$ cat src/hw/fra_pkg.sv
// Constants for the file register ALU datapath.
// Assumes a 12-bit instruction word and a 32-entry file space.
package fra_pkg;

  // ----------------------------------------
  // Widths
  // ----------------------------------------
  localparam int DATA_W = 8;
  localparam int INSTR_W = 12;
  localparam int FADDR_W = 5;

  // ----------------------------------------
  // Instruction fields
  // ----------------------------------------
  localparam int FADDR_LSB = 0;  // File address field
  localparam int DEST_POS = 5;   // Destination select bit
  localparam int BITSEL_LSB = 5; // Bit position field, 3 bits
  localparam int OP6_LSB = 6;    // Byte op opcode field
  localparam int OP4_LSB = 8;    // Bit and literal op field
  localparam int OP9_LSB = 3;    // Direction load opcode field

  // ----------------------------------------
  // Opcodes
  // ----------------------------------------
  localparam logic [5:0] OPC_ADD_ACC_TO_FILE = 6'h07;
  localparam logic [5:0] OPC_AND_ACC_WITH_FILE = 6'h05;
  localparam logic [3:0] OPC_AND_LITERAL_INTO_ACC = 4'he;
  localparam logic [3:0] OPC_BIT_CLEAR_OP = 4'h4;
  localparam logic [3:0] OPC_BIT_SET_OP = 4'h5;
  localparam logic [8:0] OPC_LOAD_DIRECTION_LATCHES = 9'h000;

  // ----------------------------------------
  // File addresses
  // ----------------------------------------
  localparam logic [4:0] FILE_TIMER_COUNT_REG = 5'h01;
  localparam logic [4:0] FILE_SECOND_IO_PORT = 5'h06;
  localparam logic [2:0] DIR_SEL_SECOND_IO_PORT = 3'h6;

  // ----------------------------------------
  // Reset values
  // ----------------------------------------
  localparam logic [7:0] ACC_RST = 8'h00;
  localparam logic [7:0] DIR_RST = 8'hff;  // All pins floating
  localparam logic FLAG_RST = 1'b0;

endpackage : fra_pkg

$ cat src/hw/fra_alu.sv
// Execution datapath for add, AND, bit set/clear and direction load.
// Assumes fetch/decode hands one instruction per i_valid pulse and
// presents the addressed file register on i_file_rd_data in that cycle.
//
// Notes on behaviour
// (RQ1) A read-modify-write of the I/O port takes the pin levels, not the latch.
// (RQ2) Direction load with file operand 6 copies the accumulator to the port direction.
// (RQ3) A direction bit of 1 floats its pin, a 0 enables its driver.
// (RQ4) A qualifying write of the timer count clears the prescaler when it is assigned there.
// (RQ5) The add sums accumulator and file register and updates carry, digit carry and zero.
// (RQ6) Destination bit 0 sends the result to the accumulator, 1 to the file register.
// (RQ7) AND with file ANDs accumulator and file, routes by destination, touches only zero.
// (RQ8) AND literal ANDs the accumulator with an 8-bit immediate, touches only zero.
// (RQ9) Bit clear forces the chosen bit of the file to 0 and leaves the flags alone.
// (RQ10) Bit set forces the chosen bit of the file to 1 and leaves the flags alone.
// (RQ11) Zero flag is set for an all-zero result, cleared otherwise.
// (RQ12) Every instruction here commits its results at the end of its single cycle; here file writes are registered and land one cycle later.
//
// Design decisions made here: the address map and the strobed register port.
module fra_alu (
  input wire logic i_clk,                 // Core clock, 40 MHz
  input wire logic i_srst,                // Sync reset, active high
  input wire logic i_valid,               // Instruction issue pulse
  input wire logic [11:0] i_instr,        // Instruction word
  input wire logic [7:0] i_file_rd_data,  // Addressed file contents
  input wire logic [7:0] i_pin_level,     // Port pin levels, async
  input wire logic i_psc_on_timer,        // Prescaler assigned to timer
  output logic [7:0] o_acc,               // Accumulator
  output logic o_flag_c,                  // Carry flag
  output logic o_flag_digit_carry,        // Digit carry flag
  output logic o_flag_z,                  // Zero flag
  output logic o_file_wr_en,              // File write pulse
  output logic [4:0] o_file_wr_addr,      // File write address
  output logic [7:0] o_file_wr_data,      // File write data
  output logic [7:0] o_dir_latch,         // Port direction latches
  output logic [7:0] o_port_oe_n,         // Port output enable, low drives
  output logic o_prescaler_clr            // Prescaler clear pulse
);

  // ----------------------------------------
  // Pin synchroniser
  // ----------------------------------------
  logic [7:0] pin_meta_q;
  logic [7:0] pin_sync_q;

  // Two stages; only the second feeds logic
  always_ff @(posedge i_clk) begin
    if (i_srst) begin
      pin_meta_q <= 8'h00;
      pin_sync_q <= 8'h00;
    end else begin
      pin_meta_q <= i_pin_level;
      pin_sync_q <= pin_meta_q;
    end
  end

  // ----------------------------------------
  // Decode
  // ----------------------------------------
  logic [4:0] faddr;
  logic dest;
  logic [2:0] bit_sel;
  logic [7:0] lit;
  logic is_add;
  logic is_andf;
  logic is_andl;
  logic is_bcf;
  logic is_bsf;
  logic is_dir;

  assign faddr = i_instr[fra_pkg::FADDR_LSB +: 5];
  assign dest = i_instr[fra_pkg::DEST_POS];
  assign bit_sel = i_instr[fra_pkg::BITSEL_LSB +: 3];
  assign lit = i_instr[7:0];

  // Opcode matches, gated by the issue pulse
  assign is_add = i_valid
    && (i_instr[fra_pkg::OP6_LSB +: 6] == fra_pkg::OPC_ADD_ACC_TO_FILE);
  assign is_andf = i_valid
    && (i_instr[fra_pkg::OP6_LSB +: 6] == fra_pkg::OPC_AND_ACC_WITH_FILE);
  assign is_andl = i_valid
    && (i_instr[fra_pkg::OP4_LSB +: 4] == fra_pkg::OPC_AND_LITERAL_INTO_ACC);
  assign is_bcf = i_valid
    && (i_instr[fra_pkg::OP4_LSB +: 4] == fra_pkg::OPC_BIT_CLEAR_OP);
  assign is_bsf = i_valid
    && (i_instr[fra_pkg::OP4_LSB +: 4] == fra_pkg::OPC_BIT_SET_OP);
  // Other selectors have no latch in this block and are ignored
  assign is_dir = i_valid
    && (i_instr[fra_pkg::OP9_LSB +: 9] == fra_pkg::OPC_LOAD_DIRECTION_LATCHES)
    && (i_instr[2:0] == fra_pkg::DIR_SEL_SECOND_IO_PORT);

  // ----------------------------------------
  // Operand and results
  // ----------------------------------------
  logic [7:0] operand;
  logic [8:0] sum;
  logic [4:0] low_sum;
  logic [7:0] and_f;
  logic [7:0] and_l;
  logic [7:0] bit_mask;

  // Port reads take the pins so an outside low is written back as low
  assign operand = (faddr == fra_pkg::FILE_SECOND_IO_PORT) ? pin_sync_q
                                                           : i_file_rd_data; // RQ1
  assign sum = {1'b0, o_acc} + {1'b0, operand}; // RQ5
  assign low_sum = {1'b0, o_acc[3:0]} + {1'b0, operand[3:0]};
  assign and_f = o_acc & operand; // RQ7
  assign and_l = o_acc & lit; // RQ8
  assign bit_mask = 8'h01 << bit_sel;

  // ----------------------------------------
  // Accumulator
  // ----------------------------------------
  // Loaded at the end of the issue cycle
  always_ff @(posedge i_clk) begin
    if (i_srst) begin
      o_acc <= fra_pkg::ACC_RST;
    end else if (is_add && !dest) begin
      o_acc <= sum[7:0]; // RQ6 RQ12
    end else if (is_andf && !dest) begin
      o_acc <= and_f; // RQ6
    end else if (is_andl) begin
      o_acc <= and_l; // RQ8
    end
  end

  // ----------------------------------------
  // Status flags
  // ----------------------------------------
  // Bit ops and direction loads fall through, leaving flags as they were
  always_ff @(posedge i_clk) begin
    if (i_srst) begin
      o_flag_c <= fra_pkg::FLAG_RST;
      o_flag_digit_carry <= fra_pkg::FLAG_RST;
      o_flag_z <= fra_pkg::FLAG_RST;
    end else if (is_add) begin
      o_flag_c <= sum[8]; // RQ5
      o_flag_digit_carry <= low_sum[4]; // RQ5
      o_flag_z <= (sum[7:0] == 8'h00); // RQ11
    end else if (is_andf) begin
      o_flag_z <= (and_f == 8'h00); // RQ7 RQ11
    end else if (is_andl) begin
      o_flag_z <= (and_l == 8'h00); // RQ8 RQ11
    end
  end

  // ----------------------------------------
  // File write port
  // ----------------------------------------
  logic file_wr;
  logic [7:0] file_data;

  // Destination 1 byte ops and both bit ops write back
  always_comb begin
    file_wr = 1'b0;
    file_data = operand;
    if (is_add && dest) begin
      file_wr = 1'b1; // RQ6
      file_data = sum[7:0];
    end else if (is_andf && dest) begin
      file_wr = 1'b1; // RQ6
      file_data = and_f;
    end else if (is_bcf) begin
      file_wr = 1'b1;
      file_data = operand & ~bit_mask; // RQ9
    end else if (is_bsf) begin
      file_wr = 1'b1;
      file_data = operand | bit_mask; // RQ10
    end
  end

  // Registered so the write lands one cycle after issue
  always_ff @(posedge i_clk) begin
    if (i_srst) begin
      o_file_wr_en <= 1'b0;
      o_file_wr_addr <= 5'h00;
      o_file_wr_data <= 8'h00;
    end else begin
      o_file_wr_en <= file_wr; // RQ12
      o_file_wr_addr <= faddr;
      o_file_wr_data <= file_data;
    end
  end

  // ----------------------------------------
  // Prescaler clear
  // ----------------------------------------
  // A timer write with destination 0 only touches the accumulator
  always_ff @(posedge i_clk) begin
    if (i_srst) begin
      o_prescaler_clr <= 1'b0;
    end else begin
      o_prescaler_clr <= file_wr && i_psc_on_timer
        && (faddr == fra_pkg::FILE_TIMER_COUNT_REG); // RQ4
    end
  end

  // ----------------------------------------
  // Direction latches
  // ----------------------------------------
  // Reset floats every pin so nothing drives before software decides
  always_ff @(posedge i_clk) begin
    if (i_srst) begin
      o_dir_latch <= fra_pkg::DIR_RST;
    end else if (is_dir) begin
      o_dir_latch <= o_acc; // RQ2
    end
  end

  // A 1 disables the driver, so the low-active enable equals the latch
  assign o_port_oe_n = o_dir_latch; // RQ3
endmodule : fra_alu

$ cat config.mk
export PLATFORM = sky130hd
export DESIGN_NAME = fra_alu
export DESIGN_NICKNAME = d
export VERILOG_FILES = /design/src/hw/fra_pkg.sv /design/src/hw/fra_alu.sv
export SDC_FILE = /design/constraint.sdc
export NUM_CORES = 1
export LEC_CHECK = 0
export ABC_AREA = 0
export BUFFER_PORTS_ARGS = -buffer_cell sky130_fd_sc_hd__buf_2
export CAP_MARGIN = 10
export CORE_MARGIN = 4
export CORE_UTILIZATION = 45
export CTS_BUF_LIST = sky130_fd_sc_hd__clkbuf_16
export CTS_CLUSTER_DIAMETER = 50
export CTS_CLUSTER_SIZE = 20
export DETAILED_ROUTE_END_ITERATION = 10
export GPL_ROUTABILITY_DRIVEN = 1
export PLACE_DENSITY = 0.7
export SYNTH_ARGS = -nofsm -noshare
export SYNTH_HDL_FRONTEND = slang
export SYNTH_SLANG_ARGS = --single-unit
$ cat constraint.sdc
create_clock -name i_clk -period 3.9 [get_ports i_clk]
set_input_delay 0.39 -clock i_clk [delete_from_list [all_inputs] [get_ports i_clk]]
set_output_delay 0.39 -clock i_clk [all_outputs]
set_load 0.1 [all_outputs]
==> reports/metrics.csv <==
stage,metric,value,unit
timing,# setup viols final,0,
timing,final setup TNS,0,ps
drt,DR vias,2594,
setup_path,reg2reg path depth,8,
synth,sequential cell area fraction in the yosys report,0.3618,
synth,post-synth top area share,0.3618,
power,Leak,1.394,nW
final_layout,Post-Layout Cell Count,448,
synth,number of flops mapped to enable cells by yosys,0,
flow_run,number of max-cap violations,0,
synth,Yosys warnings,0,
clocking,Num CTS Buffers,5,
synth,main area contributors after synthesis,"dfxtp_1 (36%), nor2b_1 (5.4%), nor2_1 (3.9%), nand2_1 (3.8%), ha_1 (3.6%)",
timing,fmax,316.9,MHz
placed_design,dpl cells,440,
setup_path,critical path class,in -> reg,
outcome,status,finished clean,
placed_design,RePlAce Congestion,0.9085,
drt,DRC errors left,0,
die,Die H,86.41,um
timing,Slew @ Worst Pin,737.2,ps
drt,final wirelength,7633,um
global_routing,gr usage total,0.2049,
setup_path,CP Data Arrival Time,3340,ps
final_layout,nets,413,
clocking,CTS tree,done,
global_routing,most crowded layer after global routing,met2,
setup_path,r2r setup slk,1280,ps
global_routing,initial antenna violation count,0,
drt,First-pass DRT Iterations,4,
clocking,post_cts resized,0,
synth,"FF+latch count, synth",50,
timing,final worst slack,744.6,ps
global_routing,met3 usage,0.03897,
die,Core Area,5956,sq um
clocking,clock sinks,50,
synth,Mean Syn Cell Area,8.727,sq um
synth,"area leader, netlist",dfxtp_1,
die,Starting Density,0.4645,
synth,Mapped Cells,317,
timing,Final Hold Viols,0,
setup_path,Required @ worst endpoint,4090,ps
placed_design,DP Worst Slack,423.8,ps
timing,minimum clock period,3155,ps
clocking,hold_buf cts,0,
drt,ANT nets after route,0,
drt,drt initial violations,188,
global_routing,M1 GR Usage,0.2853,
global_routing,met2 Usage GRT,0.3255,
synth,"Cell Area, Synth",2766,sq um
clocking,Setup Buffers After CTS,0,
setup_path,Crit. End Element,flip-flop,
final_layout,Area Overhead vs Synth,16.64,%
global_routing,first-pass GRT wire length,12010,um
power,VDD IR max,223.4,uV
timing,final worst-path cycle share,0.8091,
global_routing,largest net degree at the start of global routing,38,
die,row count,28,
synth,ys async rst share,0,
worst_hold_path,Hold Path Class,in -> reg,
synth,synth unique cells,58,
clocking,clk slew on worst S/H paths,70,ps
global_routing,Congestion Overflow GR,0,
synth,Synth Flop Type,dfxtp_1,
power,total power,1.164,mW
synth,"count leader, synth",dfxtp_1,
die,Die Width,86.41,um
synth,most frequent cells after synthesis,"dfxtp_1 (50), nor2_1 (29), nand2_1 (28)",
clocking,clk buf depth,2,
placed_design,post-DP HPWL,5777,um
timing,Setup Skew,4.834,ps
global_routing,vias in the first global route,2328,
drt,Via-to-Cell Ratio,5.790,
setup_path,reg2reg end,o_flag_z,
setup_path,critical path launch point type,input port,
die,I/O pins,74,
placed_design,# port buffers,73,
clocking,maximum level of the CTS H-tree,2,
setup_path,crit path max fanout,5,
setup_path,CP Capture Point,o_flag_z,
synth,Syn Nets,358,
final_layout,antenna cell count,0,
drt,wire per inst,17.04,um
power,Power Dens Cells,360.6,nW/um^2
setup_path,Worst Setup SP,i_instr[3],
timing,Pins Over Slew Limit,0,
timing,Max-slew headroom,0.5085,
die,Die ar.,7466,sq um
clocking,root buf cell,clkbuf_16,
clocking,"Clk Latency, worst-skew pair",290,ps
final_layout,layout cells sized above 1,0.2654,
setup_path,R2R Path Start,pin_sync_q[0],
final_layout,# fillers,582,
timing,RSZ-0062 raised after global routing,no,
## flip-flops by register name, indices dropped and copies added, names as in the netlist
| signal | count |
|---|---|
| o_acc | 8 |
| pin_sync_q | 8 |
| o_file_wr_addr | 5 |
| o_flag_c | 1 |
| o_file_wr_en | 1 |
| o_flag_digit_carry | 1 |
| o_file_wr_data | 8 |
| o_dir_latch | 8 |
| o_flag_z | 1 |
| pin_meta_q | 8 |
| o_prescaler_clr | 1 |
## area by class of cell
| type | count | area (sq um) | share of cell area |
|---|---|---|---|
| Inverter | 4 | 15.01 | 0.004653 |
| Clock inverter | 3 | 26.28 | 0.008143 |
| Tap cell | 75 | 93.84 | 0.02908 |
| Clock buffer | 5 | 125.1 | 0.03877 |
| Timing Repair Buffer | 73 | 365.4 | 0.1132 |
| Sequential cell | 50 | 1001 | 0.3102 |
| Multi-Input combinational cell | 238 | 1600 | 0.4959 |
## per-layer routing
metal	wire length, um	up-vias
met5	0	-
met4	116	0
met3	555	14
met2	3554	99
met1	3407	1217
li1	-	1264
## per-stage QoR
| step | hold WS (ps) | instance area, sq um | utilization |
|---|---|---|---|
| 6_report | 308.3 | 3227 | 0.5418 |
| 5_1_grt | 321.7 | 3227 | 0.5418 |
| 4_1_cts | 308.0 | 3227 | 0.5418 |
| 3_5_place_dp | 425.4 | 3075 | 0.5164 |
| 3_3_place_gp | 415.4 | 3075 | 0.5164 |
| 2_1_floorplan | 413.8 | 2766 | - |
## cells by family after synthesis
logic type	count (synthesis)	synth area share
simple gates	146	0.2994
buf+inv	29	0.05970
xor+xnor	4	0.01267
mux	12	0.04523
compound gates	67	0.1778
flops	50	0.3618
fa+ha+maj	9	0.04342
## how the worst min path moves through the flow
stage                         from             to  slack, ps  depth (start not counted)
global route        i_pin_level[7]  pin_meta_q[7]        320                          2
CTS                 i_pin_level[0]  pin_meta_q[0]        310                          2
finish              i_pin_level[0]  pin_meta_q[0]        310                          2
floorplan            pin_meta_q[0]  pin_sync_q[0]        410                          1
global placement     pin_meta_q[2]  pin_sync_q[2]        420                          1
detailed placement   pin_meta_q[6]  pin_sync_q[6]        430                          1
## layout by cell type (no fill, tap or decap), types with 2 or more instances in the layout
cell type and instances:
buf_2 73, dfxtp_1 50, nor2_1 29, nand2_1 28, nor2b_1 24, nand3_1 15, a211oi_1 12, o21ai_0 11
a21oi_1 10, nor3_1 8, mux2i_1 8, ha_1 8, o211ai_1 7, nand2b_1 6, nand3b_1 5, nand4_1 5
clkbuf_16 5, mux2_2 4, o21a_1 4, or3_1 4, nor4_1 4, inv_1 3, xor2_1 3, o21ai_1 3
o22a_1 3, and4bb_2 2, nand4bb_1 2, and4_4 2, o22ai_1 2, o32ai_1 2, or4_1 2, o41ai_2 2
inv_6 2
## where the power goes
part	switching (mW)	internal (mW)	total, mW
combinational	0.136	0.0502	0.186
clock	0.203	0.244	0.447
sequential	0.00442	0.527	0.531
## worst max-delay path, cell delays in order
cell and delay (ps):
buf_2 120, and4bb_2 390, nand2b_1 160, mux2_2 330, ha_1 250, fa_1 420
a211oi_1 350, o21ai_0 190, a211oi_1 430, nor2_1 100, a31o_1 210
No activity file was read; power rests on OpenSTA's default activity.
